==> config.mk <==
export PLATFORM = sky130hd
export DESIGN_NAME = mcw_ctrl_top
export DESIGN_NICKNAME = d
export VERILOG_FILES = /design/src/logic/mcw_pkg.sv /design/src/logic/mcw_period_timer.sv /design/src/logic/mcw_fund_decode.sv /design/src/logic/mcw_ctrl_top.sv
export VERILOG_INCLUDE_DIRS = /design/src /design/src/logic
export SDC_FILE = /design/constraint.sdc
export NUM_CORES = 1
export LEC_CHECK = 0
export BUFFER_PORTS_ARGS = -buffer_cell sky130_fd_sc_hd__buf_2
export CAP_MARGIN = 15
export CORE_MARGIN = 4
export CORE_UTILIZATION = 57
export DETAILED_ROUTE_END_ITERATION = 12
export GPL_TIMING_DRIVEN = 0
export PLACE_DENSITY = 0.86
export SETUP_SLACK_MARGIN = 0.15
export SLEW_MARGIN = 15
export SYNTH_ARGS = -nofsm -noshare
export SYNTH_HDL_FRONTEND = slang
export SYNTH_SLANG_ARGS = --single-unit
==> constraint.sdc <==
create_clock -name sys_clk -period 2.35 [get_ports sys_clk]
set_clock_uncertainty 0.05 [all_clocks]
set_input_delay 0.235 -clock sys_clk [delete_from_list [all_inputs] [get_ports sys_clk]]
set_output_delay 0.235 -clock sys_clk [all_outputs]
set_load 0.05 [all_outputs]
==> src/logic/mcw_regs.svh <==
// register map, field positions, reset values and timing figures
`ifndef MCW_REGS_SVH
`define MCW_REGS_SVH
// register indices, byte address is four times the index
`define MCW_CTRL0_IDX 8'h02
`define MCW_REV_IDX 8'h7F
`define MCW_CHKEXP_IDX 8'h40
`define MCW_CHKSTS_IDX 8'h41
// reset values and writable bits
`define MCW_CTRL0_RST 32'h0000_0000
`define MCW_CTRL0_MASK 32'hFFFE_0000
`define MCW_CHKEXP_RST 32'h0000_0000
`define MCW_CHKEXP_MASK 32'h0001_FFFF
`define MCW_CHKEN_BIT 16
`define MCW_UPSET_BIT 0
`define MCW_SUMERR_BIT 1
// field positions of the metering control word
`define MCW_RATE_BIT 31
`define MCW_RSV_BIT 30
`define MCW_FREQ_HI 29
`define MCW_FREQ_LO 28
`define MCW_DC_BIT 27
`define MCW_COILB_BIT 26
`define MCW_COILA_BIT 25
`define MCW_SMODE_BIT 24
`define MCW_CHAN_HI 23
`define MCW_CHAN_LO 20
`define MCW_QB_BIT 19
`define MCW_QA_BIT 18
`define MCW_PQHPF_BIT 17
// timing figures in their own units
`define MCW_CLK_NS 10
`define MCW_RMS_MS 10
`define MCW_PWR_MS 20
`define MCW_FRQ1_MS 20
`define MCW_FRQ16_MS 320
`define MCW_FRQ64_MS 1280
`endif

==> src/logic/mcw_pkg.sv <==
// shared types of the metering control block
`default_nettype none
package mcw_pkg;
    // line frequency averaging depth codes
    typedef enum logic [1:0] {MCW_FRQ_16, MCW_FRQ_1, MCW_FRQ_64, MCW_FRQ_RSV} mcw_freq_sel_t;
    // fundamental quantity routed to an output channel
    typedef enum logic [2:0] {
        MCW_SRC_PWR_A, MCW_SRC_PWR_B, MCW_SRC_RMS_U, MCW_SRC_RMS_IA, MCW_SRC_RMS_IB
    } mcw_fund_src_t;
endpackage: mcw_pkg
`default_nettype wire

==> src/logic/mcw_period_timer.sv <==
// period timer counting base ticks and strobing each period start
`timescale 1ns/1ps
`default_nettype none
module mcw_period_timer #(
    parameter int PW = 8
) (
    // clock and reset
    input wire logic sys_clk,
    input wire logic nrst,
    // control
    input wire logic sync_clr,
    input wire logic base_tick,
    input wire logic [PW-1:0] period,
    // period start strobe
    output logic pulse
);
    logic [PW-1:0] count_reg;
    logic [PW-1:0] count_next;
    wire last;

    // >= so a shortened period never runs past its new end
    assign last = base_tick && (count_reg >= period - 1'b1);
    assign count_next = (sync_clr || last) ? '0 : base_tick ? count_reg + 1'b1 : count_reg;

    // counter and strobe
    always_ff @(posedge sys_clk or negedge nrst) begin
        if (!nrst) begin
            count_reg <= '0;
            pulse <= 1'b0;
        end else begin
            count_reg <= count_next;
            pulse <= last && !sync_clr;
        end
    end
endmodule: mcw_period_timer
`default_nettype wire

==> src/logic/mcw_fund_decode.sv <==
// decoder of the fundamental channel pairing code
`timescale 1ns/1ps
`default_nettype none
module mcw_fund_decode (
    // clock and reset
    input wire logic sys_clk,
    input wire logic nrst,
    // pairing code
    input wire logic [3:0] code,
    // routed quantities
    output var mcw_pkg::mcw_fund_src_t chan1_src,
    output var mcw_pkg::mcw_fund_src_t chan2_src
);
    import mcw_pkg::*;
    mcw_fund_src_t c1_next;
    mcw_fund_src_t c2_next;

    // pairing table, code 0 and unused codes give the power A and power B pair
    always_comb begin
        unique case (code)
            4'h1: begin c1_next = MCW_SRC_PWR_A; c2_next = MCW_SRC_RMS_U; end
            4'h2: begin c1_next = MCW_SRC_PWR_A; c2_next = MCW_SRC_RMS_IA; end
            4'h3: begin c1_next = MCW_SRC_PWR_A; c2_next = MCW_SRC_RMS_IB; end
            4'h4: begin c1_next = MCW_SRC_PWR_B; c2_next = MCW_SRC_RMS_U; end
            4'h5: begin c1_next = MCW_SRC_PWR_B; c2_next = MCW_SRC_RMS_IA; end
            4'h6: begin c1_next = MCW_SRC_PWR_B; c2_next = MCW_SRC_RMS_IB; end
            4'h7: begin c1_next = MCW_SRC_RMS_U; c2_next = MCW_SRC_RMS_IA; end
            4'h8: begin c1_next = MCW_SRC_RMS_U; c2_next = MCW_SRC_RMS_IB; end
            4'h9: begin c1_next = MCW_SRC_RMS_IA; c2_next = MCW_SRC_RMS_IB; end
            default: begin c1_next = MCW_SRC_PWR_A; c2_next = MCW_SRC_PWR_B; end
        endcase
    end

    // registered so the routing outputs come from flops
    always_ff @(posedge sys_clk or negedge nrst) begin
        if (!nrst) begin
            chan1_src <= MCW_SRC_PWR_A;
            chan2_src <= MCW_SRC_PWR_B;
        end else begin
            chan1_src <= c1_next;
            chan2_src <= c2_next;
        end
    end
endmodule: mcw_fund_decode
`default_nettype wire

==> src/logic/mcw_ctrl_top.sv <==
// metering control word zero with revision word, behind an AHB-Lite slave
//
// Function
// - read-only 32-bit revision word at index 0x7F reports hardware version.
// - any of the four reset sources returns control registers to defaults.
// - control registers take part in configuration verification and self-check.
// - bit 31 doubles instant power and RMS refresh periods.
// - bits 29:28 pick 16, 1 or 64 line cycles; code 11 reserved.
// - bit 27 enables direct current metering.
// - bit 26 enables coil sensor processing on current channel B.
// - bit 25 enables coil sensor processing on current channel A.
// - bit 24 derives apparent power from power instead of RMS.
// - bits 23:20 codes 0-9 pick the fundamental channel pair.
// - pairing codes 10-15 behave as code 0.
// - bit 19 makes reactive power B use the fundamental only.
// - bit 18 makes reactive power A use the fundamental only.
// - bit 17 lets total power bypass the high-pass filter.
// - bits 31 to 17 reset to zero.
`timescale 1ns/1ps
`default_nettype none
`include "mcw_regs.svh"
module mcw_ctrl_top #(
    parameter logic [31:0] HW_REVISION = 32'h0000_0001, // arbitrary value
    parameter int BASE_TICK_CYCLES = `MCW_RMS_MS * 1000000 / `MCW_CLK_NS
) (
    // clock and reset
    input wire logic sys_clk,
    input wire logic nrst,
    // further reset sources, synchronous
    input wire logic external_reset_pin_n,
    input wire logic rx_line_reset,
    input wire logic global_soft_reset,
    // AHB-Lite slave
    input wire logic hsel,
    input wire logic [31:0] haddr,
    input wire logic [1:0] htrans,
    input wire logic hwrite,
    input wire logic [2:0] hsize,
    input wire logic hready,
    input wire logic [31:0] hwdata,
    output logic hreadyout,
    output logic hresp,
    output logic [31:0] hrdata,
    // applied metering controls
    output logic instant_refresh_double,
    output mcw_pkg::mcw_freq_sel_t line_freq_average_sel,
    output logic direct_current_metering_en,
    output logic coil_sensor_en_chan_b,
    output logic coil_sensor_en_chan_a,
    output logic apparent_from_power,
    output mcw_pkg::mcw_fund_src_t fund_chan1_src,
    output mcw_pkg::mcw_fund_src_t fund_chan2_src,
    output logic reactive_b_waveform_sel,
    output logic reactive_a_waveform_sel,
    output logic total_power_filter_bypass,
    // period strobes and self-check
    output logic power_refresh_pulse,
    output logic rms_refresh_pulse,
    output logic line_freq_result_pulse,
    output logic config_check_error
);
    import mcw_pkg::*;

    // ----------------------------------------------------------------
    // bus decode
    // ----------------------------------------------------------------
    logic wr_pend_reg;
    logic [7:0] wr_idx_reg;
    wire access;
    wire [7:0] idx;
    assign access = hsel && htrans[1] && hready && hsize == 3'h2;
    assign idx = haddr[9:2];

    // address phase capture for the write data phase
    always_ff @(posedge sys_clk or negedge nrst) begin
        if (!nrst) begin
            wr_pend_reg <= 1'b0;
            wr_idx_reg <= 8'h00;
        end else begin
            wr_pend_reg <= access && hwrite;
            wr_idx_reg <= idx;
        end
    end

    // ----------------------------------------------------------------
    // control word and check registers
    // ----------------------------------------------------------------
    logic [31:0] ctrl_reg;
    logic [31:0] ctrl_next;
    logic [31:0] shadow_inv_reg;
    logic [31:0] chkexp_reg;
    logic [31:0] chkexp_next;
    logic [1:0] chksts_reg;
    logic [1:0] chksts_next;
    wire ctrl_clear;
    wire ctrl_wr;
    wire chkexp_wr;
    wire chksts_wr;
    wire upset;
    wire sum_err;
    wire [15:0] fold;

    // the three synchronous reset sources act alike; clear beats a write landing with it
    assign ctrl_clear = !external_reset_pin_n || rx_line_reset || global_soft_reset;
    assign ctrl_wr = wr_pend_reg && wr_idx_reg == `MCW_CTRL0_IDX;
    assign chkexp_wr = wr_pend_reg && wr_idx_reg == `MCW_CHKEXP_IDX;
    assign chksts_wr = wr_pend_reg && wr_idx_reg == `MCW_CHKSTS_IDX;
    assign ctrl_next = ctrl_clear ? `MCW_CTRL0_RST
        : ctrl_wr ? (hwdata & `MCW_CTRL0_MASK) : ctrl_reg;
    assign chkexp_next = ctrl_clear ? `MCW_CHKEXP_RST
        : chkexp_wr ? (hwdata & `MCW_CHKEXP_MASK) : chkexp_reg;

    // inverted shadow copy catches a flipped bit in the live word
    assign upset = ctrl_reg != ~shadow_inv_reg;
    assign fold = ctrl_reg[31:16] ^ ctrl_reg[15:0];
    assign sum_err = chkexp_reg[`MCW_CHKEN_BIT] && fold != chkexp_reg[15:0];
    // sticky, write one to clear, a new error wins over the clear
    assign chksts_next = (chksts_wr ? chksts_reg & ~hwdata[1:0] : chksts_reg)
        | {sum_err, upset};

    // register storage
    always_ff @(posedge sys_clk or negedge nrst) begin
        if (!nrst) begin
            ctrl_reg <= `MCW_CTRL0_RST;
            shadow_inv_reg <= ~`MCW_CTRL0_RST;
            chkexp_reg <= `MCW_CHKEXP_RST;
            chksts_reg <= 2'b00;
        end else begin
            ctrl_reg <= ctrl_next;
            shadow_inv_reg <= ~ctrl_next;
            chkexp_reg <= chkexp_next;
            chksts_reg <= chksts_next;
        end
    end

    // ----------------------------------------------------------------
    // read path
    // ----------------------------------------------------------------
    wire [31:0] rd_mux;
    // next values so a read right behind a write sees the new data
    assign rd_mux = idx == `MCW_CTRL0_IDX ? ctrl_next
        : idx == `MCW_REV_IDX ? HW_REVISION
        : idx == `MCW_CHKEXP_IDX ? chkexp_next
        : idx == `MCW_CHKSTS_IDX ? {30'h0000_0000, chksts_next}
        : 32'h0000_0000;

    // zero wait state, always OKAY; unmapped reads give zero
    always_ff @(posedge sys_clk or negedge nrst) begin
        if (!nrst) begin
            hrdata <= 32'h0000_0000;
            hreadyout <= 1'b1;
            hresp <= 1'b0;
        end else begin
            hrdata <= (access && !hwrite) ? rd_mux : 32'h0000_0000;
            hreadyout <= 1'b1;
            hresp <= 1'b0;
        end
    end

    // ----------------------------------------------------------------
    // period timing
    // ----------------------------------------------------------------
    localparam logic [7:0] RMS_T = 8'(`MCW_RMS_MS / `MCW_RMS_MS);
    localparam logic [7:0] PWR_T = 8'(`MCW_PWR_MS / `MCW_RMS_MS);
    localparam logic [7:0] FRQ1_T = 8'(`MCW_FRQ1_MS / `MCW_RMS_MS);
    localparam logic [7:0] FRQ16_T = 8'(`MCW_FRQ16_MS / `MCW_RMS_MS);
    localparam logic [7:0] FRQ64_T = 8'(`MCW_FRQ64_MS / `MCW_RMS_MS);
    logic [31:0] base_cnt_reg;
    logic base_tick_reg;
    logic [31:0] app_reg;
    wire base_last;
    wire [7:0] rms_period;
    wire [7:0] pwr_period;
    wire [7:0] frq_period;

    // base tick of one RMS period at the normal rate
    assign base_last = base_cnt_reg >= 32'(BASE_TICK_CYCLES - 1);
    always_ff @(posedge sys_clk or negedge nrst) begin
        if (!nrst) begin
            base_cnt_reg <= 32'h0000_0000;
            base_tick_reg <= 1'b0;
        end else begin
            base_cnt_reg <= (base_last || ctrl_clear) ? 32'h0000_0000 : base_cnt_reg + 32'h1;
            base_tick_reg <= base_last && !ctrl_clear;
        end
    end

    // doubling applies to both instantaneous periods
    assign rms_period = app_reg[`MCW_RATE_BIT] ? RMS_T << 1 : RMS_T;
    assign pwr_period = app_reg[`MCW_RATE_BIT] ? PWR_T << 1 : PWR_T;
    // reserved code runs the default 16-cycle average
    // only code 01 is the single-cycle depth; 11 must not fall into it
    assign frq_period = app_reg[`MCW_FREQ_HI:`MCW_FREQ_LO] == 2'b01 ? FRQ1_T
        : app_reg[`MCW_FREQ_HI:`MCW_FREQ_LO] == 2'b10 ? FRQ64_T : FRQ16_T;

    mcw_period_timer #(.PW(8)) u_rms_timer (
        .sys_clk(sys_clk),
        .nrst(nrst),
        .sync_clr(ctrl_clear),
        .base_tick(base_tick_reg),
        .period(rms_period),
        .pulse(rms_refresh_pulse)
    );

    mcw_period_timer #(.PW(8)) u_pwr_timer (
        .sys_clk(sys_clk),
        .nrst(nrst),
        .sync_clr(ctrl_clear),
        .base_tick(base_tick_reg),
        .period(pwr_period),
        .pulse(power_refresh_pulse)
    );

    mcw_period_timer #(.PW(8)) u_frq_timer (
        .sys_clk(sys_clk),
        .nrst(nrst),
        .sync_clr(ctrl_clear),
        .base_tick(base_tick_reg),
        .period(frq_period),
        .pulse(line_freq_result_pulse)
    );

    // ----------------------------------------------------------------
    // applied word
    // ----------------------------------------------------------------
    wire [31:0] app_next;
    // fields switch at an RMS period start, the averaging depth at the
    // end of its own average so no result mixes two settings
    assign app_next = ctrl_clear ? `MCW_CTRL0_RST
        : {rms_refresh_pulse ? ctrl_reg[31:30] : app_reg[31:30],
           line_freq_result_pulse ? ctrl_reg[29:28] : app_reg[29:28],
           rms_refresh_pulse ? ctrl_reg[27:0] : app_reg[27:0]};

    always_ff @(posedge sys_clk or negedge nrst) begin
        if (!nrst) begin
            app_reg <= `MCW_CTRL0_RST;
        end else begin
            app_reg <= app_next;
        end
    end

    mcw_fund_decode u_fund_decode (
        .sys_clk(sys_clk),
        .nrst(nrst),
        .code(app_reg[`MCW_CHAN_HI:`MCW_CHAN_LO]),
        .chan1_src(fund_chan1_src),
        .chan2_src(fund_chan2_src)
    );

    // ----------------------------------------------------------------
    // control outputs
    // ----------------------------------------------------------------
    // bit 30 is stored but steers nothing; software keeps it at zero
    always_ff @(posedge sys_clk or negedge nrst) begin
        if (!nrst) begin
            instant_refresh_double <= 1'b0;
            line_freq_average_sel <= MCW_FRQ_16;
            direct_current_metering_en <= 1'b0;
            coil_sensor_en_chan_b <= 1'b0;
            coil_sensor_en_chan_a <= 1'b0;
            apparent_from_power <= 1'b0;
            reactive_b_waveform_sel <= 1'b0;
            reactive_a_waveform_sel <= 1'b0;
            total_power_filter_bypass <= 1'b0;
            config_check_error <= 1'b0;
        end else begin
            instant_refresh_double <= app_reg[`MCW_RATE_BIT];
            line_freq_average_sel <= mcw_freq_sel_t'(app_reg[`MCW_FREQ_HI:`MCW_FREQ_LO]);
            direct_current_metering_en <= app_reg[`MCW_DC_BIT];
            coil_sensor_en_chan_b <= app_reg[`MCW_COILB_BIT];
            coil_sensor_en_chan_a <= app_reg[`MCW_COILA_BIT];
            apparent_from_power <= app_reg[`MCW_SMODE_BIT];
            reactive_b_waveform_sel <= app_reg[`MCW_QB_BIT];
            reactive_a_waveform_sel <= app_reg[`MCW_QA_BIT];
            total_power_filter_bypass <= app_reg[`MCW_PQHPF_BIT];
            config_check_error <= |chksts_next;
        end
    end
endmodule: mcw_ctrl_top
`default_nettype wire

* Word-level counts from Yosys, hierarchy flattened *
Memories as Yosys holds them, arrays and structs flattened. A register that Yosys moved wholly into a read port is not among the register bits.
Cells that the tools add are included.

operators by class
  muxes and demuxes = 25
  equal/unequal tests = 12
  multipliers = 0
  divide/modulo/power cells = 0
  add/sub/neg operators = 7
  reduce and logical (&&, ||, !) cells = 32
  bitwise gates (word level) = 6
  shift operators = 0
  magnitude comparators = 4

operators with widths
  cell                   count
  $mux 32                10
  $mux 8                 8
  $not 32->32            2
  $eq 8x7->1 const B     5
  $add 32x1->32 const B  1
  $ge 32x20->1 const B   1
  $ne 32x32->1           1
  $mux 28                1
  $add 8x1->8 const B    3
  $ge 8x8->1             3
  $eq 8x2->1 const B     2
  $logic_and 1x1->1      16
  $ne 16x16->1           1
  $xor 16x16->16         1
  $mux 2                 5
  $reduce_bool 2->1      5
  $sub 8x1->8 const B    1
  $logic_or 1x1->1       6
  $logic_not 1->1        4
  $sub 3x1->4 const B    1
  $eq 3x2->1 const B     1
  $mux 3                 1
  $sub 2x1->3 const B    1
  $and 2x2->2            1
  other kinds (5)        5

storage, ports and cells
  bits in registers = 245
  output and inout bits = 54
  input bits = 77
  RAM bits = 0
  memories kept = 1
  bits in read-only memories = 80
  word-level logic and storage cells = 115
  bits in latches = 0

memories
  name              words  width  read ports  clocked after Yosys merged registers in  write ports  RTL line               source
  (name not given)  16     5      1           1                                        0            mcw_fund_decode.sv:20  unique case (code)

* Logic depth before layout (Yosys ltp) *
  word-level depth = 9
  depth in mapped cells = 8
  depth with buffers taken out = 8

* By module *
From an unflattened synthesis, not the netlist that was laid out.

unflattened totals
  cell total of the unflattened synthesis = 923
  area total of the unflattened synthesis = 10576.4 um2

by module, submodules not included
  module                               seq. area each (um2)  area an instance (um2)  cells an instance  instances
  mcw_ctrl_top                         4969.8                8145.3                  666                1
  mcw_period_timer at u_frq_timer ...  225.2                 721.9                   77                 2
  mcw_period_timer at u_rms_timer      225.2                 723.2                   76                 1
  mcw_fund_decode                      126.4                 264.0                   27                 1

* Worst setup path before layout *
Ideal clock, no wire load.

  path type = reg-to-reg
  from = register app_reg[29]
  to = register u_frq_timer.count_reg[4]
  clock period less this slack = 2.095 ns
  cell stages (with the launch flop) = 9
  slack = 0.255 ns
  data required time = 2.233 ns
  arrival time = 1.977 ns
  buffers on the path = 0
  setup time = 0.067 ns
  path through = dfrtp_1 > nor2b_1 > ha_1 > a21o_1 > a21oi_1 > o21ai_1 > a21oi_1 > and3_1 > a221o_1

between the ends
  cells in the longest elaborated chain, start to end = 8
  elaborated cells between the ends (all ways) = 10
  classes of those cells = 1 x add/sub; 1 x order compare; 2 x eq/ne; 3 x mux; 3 x reduce/logical

RTL lines
  item                                                RTL line                source
  from (decl)                                         mcw_ctrl_top.sv:170     logic [31:0] app_reg;
  from (signal assigned)                              mcw_ctrl_top.sv:236     app_reg <= `MCW_CTRL0_RST;
  from (signal assigned)                              mcw_ctrl_top.sv:238     app_reg <= app_next;
  $eq 2x2->1                                          mcw_ctrl_top.sv:194     : app_reg[`MCW_FREQ_HI:`MCW_FREQ_LO] == 2'b10 ? FRQ64_T : FRQ16_T;
  $mux 8                                              mcw_ctrl_top.sv:194
  $mux 8 *                                            mcw_ctrl_top.sv:193     assign frq_period = app_reg[`MCW_FREQ_HI:`MCW_FREQ_LO] == 2'b01 ? FRQ1_T
  $sub 8x1->8 *                                       mcw_period_timer.sv:22  assign last = base_tick && (count_reg >= period - 1'b1);
  $ge 8x8->1 *                                        mcw_period_timer.sv:22
  $logic_and 1x1->1 *                                 mcw_period_timer.sv:22
  $logic_or 1x1->1 *                                  mcw_period_timer.sv:23  assign count_next = (sync_clr || last) ? '0 : base_tick ? count_reg + 1'b1 : count_reg;
  $mux 8 / $reduce_bool 2->1 (equally long branches)  --
  to (signal assigned)                                mcw_period_timer.sv:31  count_reg <= count_next;
  to (decl)                                           mcw_period_timer.sv:17  logic [PW-1:0] count_reg;

Mark *: on every way between the ends. The rest lies on a longest branch, timed or not.
A chain may end at the register's enable or synchronous reset.

* Worst setup path in the final report *
  from = register ctrl_reg[23]
  to = register hrdata[0]

between the ends
  cells in the longest elaborated chain, start to end = 7

RTL lines
  item                    RTL line             source
  from (decl)             mcw_ctrl_top.sv:88   logic [31:0] ctrl_reg;
  from (signal assigned)  mcw_ctrl_top.sv:124  ctrl_reg <= `MCW_CTRL0_RST;
  from (signal assigned)  mcw_ctrl_top.sv:129  ctrl_reg <= ctrl_next;
  $ne 32x32->1            mcw_ctrl_top.sv:114  assign upset = ctrl_reg != ~shadow_inv_reg;
  $or 2x2->2              mcw_ctrl_top.sv:119  | {sum_err, upset};
  $mux 2                  mcw_ctrl_top.sv:144  : idx == `MCW_CHKSTS_IDX ? {30'h0000_0000, chksts_next}
  $mux 32                 mcw_ctrl_top.sv:143  : idx == `MCW_CHKEXP_IDX ? chkexp_next
  $mux 32                 mcw_ctrl_top.sv:142  : idx == `MCW_REV_IDX ? HW_REVISION
  $mux 32                 mcw_ctrl_top.sv:141  assign rd_mux = idx == `MCW_CTRL0_IDX ? ctrl_next
  $mux 32                 mcw_ctrl_top.sv:154  hrdata <= (access && !hwrite) ? rd_mux : 32'h0000_0000;
  to (signal assigned)    mcw_ctrl_top.sv:154
  to (decl)               mcw_ctrl_top.sv:43   output logic [31:0] hrdata,

No other way between the ends.

==> results.md <==
* Worst EP required at 2.69 ns
* R2r setup slk at -0.01 ns
* Clock Latency Late Sink at 0.51 ns
* Reg power frac at 0.512
* CTS tree: yes
* P_int at approximately 6 mW
* Distinct cells, synth at 57
* Hold/Removal Path Class: primary input to flip-flop
* Starting DRT DRC Count at 660
* Drt drc at 0
* Multi-input logic area at approximately 0.0038 mm^2
* Crit Path Max Fanout at 3
* Worst vdd ir at 0.520 mV
* CTS Root Cell: clkbuf_16
* Global route overflow at 0
* Ys Warns at 0
* DIE WIDTH at 138 um
* Die ar. at 0.0192 mm^2
* Port Buffers at 102
* Vert. Die Dim at 138 um
* Drt first pass iters at 6
* Post-DRT Antenna Nets at 0
* GPL Wtd Cong at 0.874
* Final hold violations at 1
* Ports at 131
* Violated checks: hold timing, setup timing
* Vias at 7286
* Clock share of power at 0.448
* Clock sinks at about 230
* Hold endpoint: chkexp_reg[10]
* Worst Setup SP: ctrl_reg[23]
* Layout fillers at 1000
* First-pass GRT wire length at about 39000 um
* Switching Share at 0.217
* Pleak at 5.73 nW
* H-tree depth at 1
* #FFs+latches synth at 229
* Hold Path Depth at 3
* Worst reg2reg path depth at 7
* Vias in the first global route at approximately 7300
* Crit. End Element: flip-flop
* Cell Pwr Density at 650 mW/mm^2
* Number of flops mapped to enable cells by yosys at 0
* Cell area after synthesis at 0.00969 mm^2
* Syn-to-layout area delta at 23.5%
* Total CTS buffers at 22
* Register area at 0.00578 mm^2
* Reg2reg start: ctrl_reg[23]
* Post-synth top flop: dfrtp_1
* Switching pwr at ~1.7 mW
* Hold WS at -0.000224 ns
* Place WS at -0.0898 ns
* Hold_sp: hwdata[10]
* Unrepaired setup endpoints after global routing: true
* CTS max path bufs at 3
* Gate power share at 0.040
* Initial core utilization at 0.582
* Row cnt at 47
* DP HPWL at 14700 um
* Crit path launch type: flip-flop
* CP arrival at 2.70 ns
* Setup violators final at 1
* Mapped Cells at 807
* Share of cells above drive strength 1 at 0.263
* Final period utilization at 1.00
* Slew Limit Fails at 0
* Total track usage at 0.250
* Largest net degree at the start of global routing at between 100 and 150
* Core area at 0.0166 mm^2
* Post-synthesis sequential area ratio at 0.596
* Fin crit period at around 2.4 ns
* Initial antenna violation count at 1
* Async SR Flop Fraction at 1.00
* Worst reg2reg path endpoint: hrdata[0]
* Vias per cell at 5.92
* Drt wl/cell at 20.9 um
* Clk pin slew, worst setup/hold paths at 0.06 ns
* Slew margin rel. at 0.434
* Max Clock Freq at 0.423 GHz
* Crit path kind: flip-flop to flip-flop
* Setup WS post-layout at -0.0115 ns
* Worst slew pin tran at 0.849 ns
* Final #Nets at 1090
* Setup_tns at -0.0115 ns
* Run status: finished, violations left
* Final wirelength at about 26000 um
* Synth Area per Inst at around 12 um^2
* Max cap viols at 0
through the flow:
step / total power, mW / instance area [um^2] / instances / util
floorplan: 4.13 / 9740 / 821 / -
global placement: 4.29 / 10500 / 1143 / 0.633
detailed placement: 4.30 / 10600 / 1145 / 0.637
CTS: 7.74 / 11700 / 1222 / 0.706
global route: 7.97 / 12000 / 1231 / 0.719
finish: 7.78 / 12000 / 1231 / 0.719
worst max path at each step:
| stage | endpoint | slack (ns) | cells past startpoint |
|---|---|---|---|
| 2_1_floorplan | u_frq_timer.count_reg[4] | 0.26 | 8 |
| 3_3_place_gp | hrdata[7] | -2.70 | 1 |
| 3_5_place_dp | u_frq_timer.count_reg[5] | -0.09 | 8 |
| 4_1_cts | hrdata[3] | 0.13 | 8 |
| 5_1_grt | hrdata[0] | -0.04 | 7 |
| 6_report | hrdata[0] | -0.01 | 7 |
layer usage:
layer	wire length [um]	share of wire	GRT usage
met5	0	0	0
met4	1080	0.042	0.107
met3	2130	0.083	0.0449
met2	12400	0.48	0.397
met1	10100	0.39	0.343
logic make-up (layout without fill, tap and decap cells):
| kind of cell | count (synthesis) | after routing | share of synthesized area |
|---|---|---|---|
| other | 2 | 17 | 0.000775 |
| xor gates and xnor gates | 68 | 68 | 0.0843 |
| buffers and inverters | 78 | 267 | 0.0345 |
| DFF | 229 | 229 | 0.596 |
| adders and majority gates | 16 | 16 | 0.0207 |
| AOI/OAI and AO/OA | 75 | 75 | 0.0528 |
| muxes | 48 | 48 | 0.0496 |
| and+or+nand+nor | 291 | 291 | 0.162 |
cell usage in the layout, fill, tap and decap left out, types with 14 or more instances in the layout:
cell           synthesis  layout
inv_1                 43      43
buf_2                  6     103
a21oi_1               28      26
ha_1                  16      15
nor3_1                23      19
clkbuf_1              23      26
nor3_2                18      18
mux2i_1               48      43
xnor3_1               15      15
a22oi_1               15      15
and3_1                25      25
buf_4                  3      23
conb_1                 2      16
clkbuf_16              0      23
nand3_1               14      14
nand2_1               43      43
dlygate4sd3_1          0      26
dfstp_2               33      33
nor4_1                14      14
dfrtp_1              196     187
xnor2_1               40      40
nor2_1               101     100
worst max-delay path, cell delays in order, from the launching register on:
cell and delay, ns:
dfrtp_2 0.43, buf_4 0.17, xnor2_1 0.15, nor4_1 0.45, nand4_1 0.21, a211oi_1 0.52
nand2b_1 0.20, a221oi_2 0.06
synthesized netlist by cell type, drive strengths merged, types with 7 or more instances:
cell type / number / area (um^2)
ha: 16 / 200
xnor3: 16 / 362
o21ai: 7 / 35.0
nand4: 11 / 75.1
dfrtp: 196 / 4900
mux2i: 48 / 480
nor4: 15 / 109
inv: 43 / 161
dfstp: 33 / 867
a21oi: 28 / 140
buf: 12 / 86.3
xnor2: 40 / 350
nor2: 101 / 379
a22oi: 15 / 113
nand2: 43 / 161
and3: 26 / 164
clkbuf: 23 / 86.3
nand3: 15 / 80.1
xor2: 12 / 105
nand2b: 10 / 62.6
and2: 7 / 43.8
nor3: 41 / 295
power groups by stage:
stage                     Combinational [mW]  Clock (mW)  Sequential (mW)
after floorplan                       0.0752           0             4.06
after global placement                 0.237           0             4.05
after detailed placement               0.254           0             4.05
after CTS                              0.294        3.47             3.98
after global routing                   0.338        3.64             3.98
final                                  0.310        3.48             3.98
cell type report:
class	count	area share
Multi-Input combinational cell	514	0.320
Sequential cell	229	0.483
Buffer	35	0.0166
Clock buffer	32	0.0543
Tap cell	220	0.0230
Antenna cell	1	0.000209
Clock inverter	5	0.00418
Timing Repair Buffer	152	0.0853
Inverter	43	0.0135
timing repair:
action / CTS / global route
pin swaps: 16 / 33
hold endpoints to repair: 222 / 0
endpoints found under the setup margin: 63 / 71
setup buffers: 12 / 8
hold buffers: 26 / 0
gates cloned: 2 / 0
gates resized for setup: 29 / 35
Power figures use the tool's default switching activity.
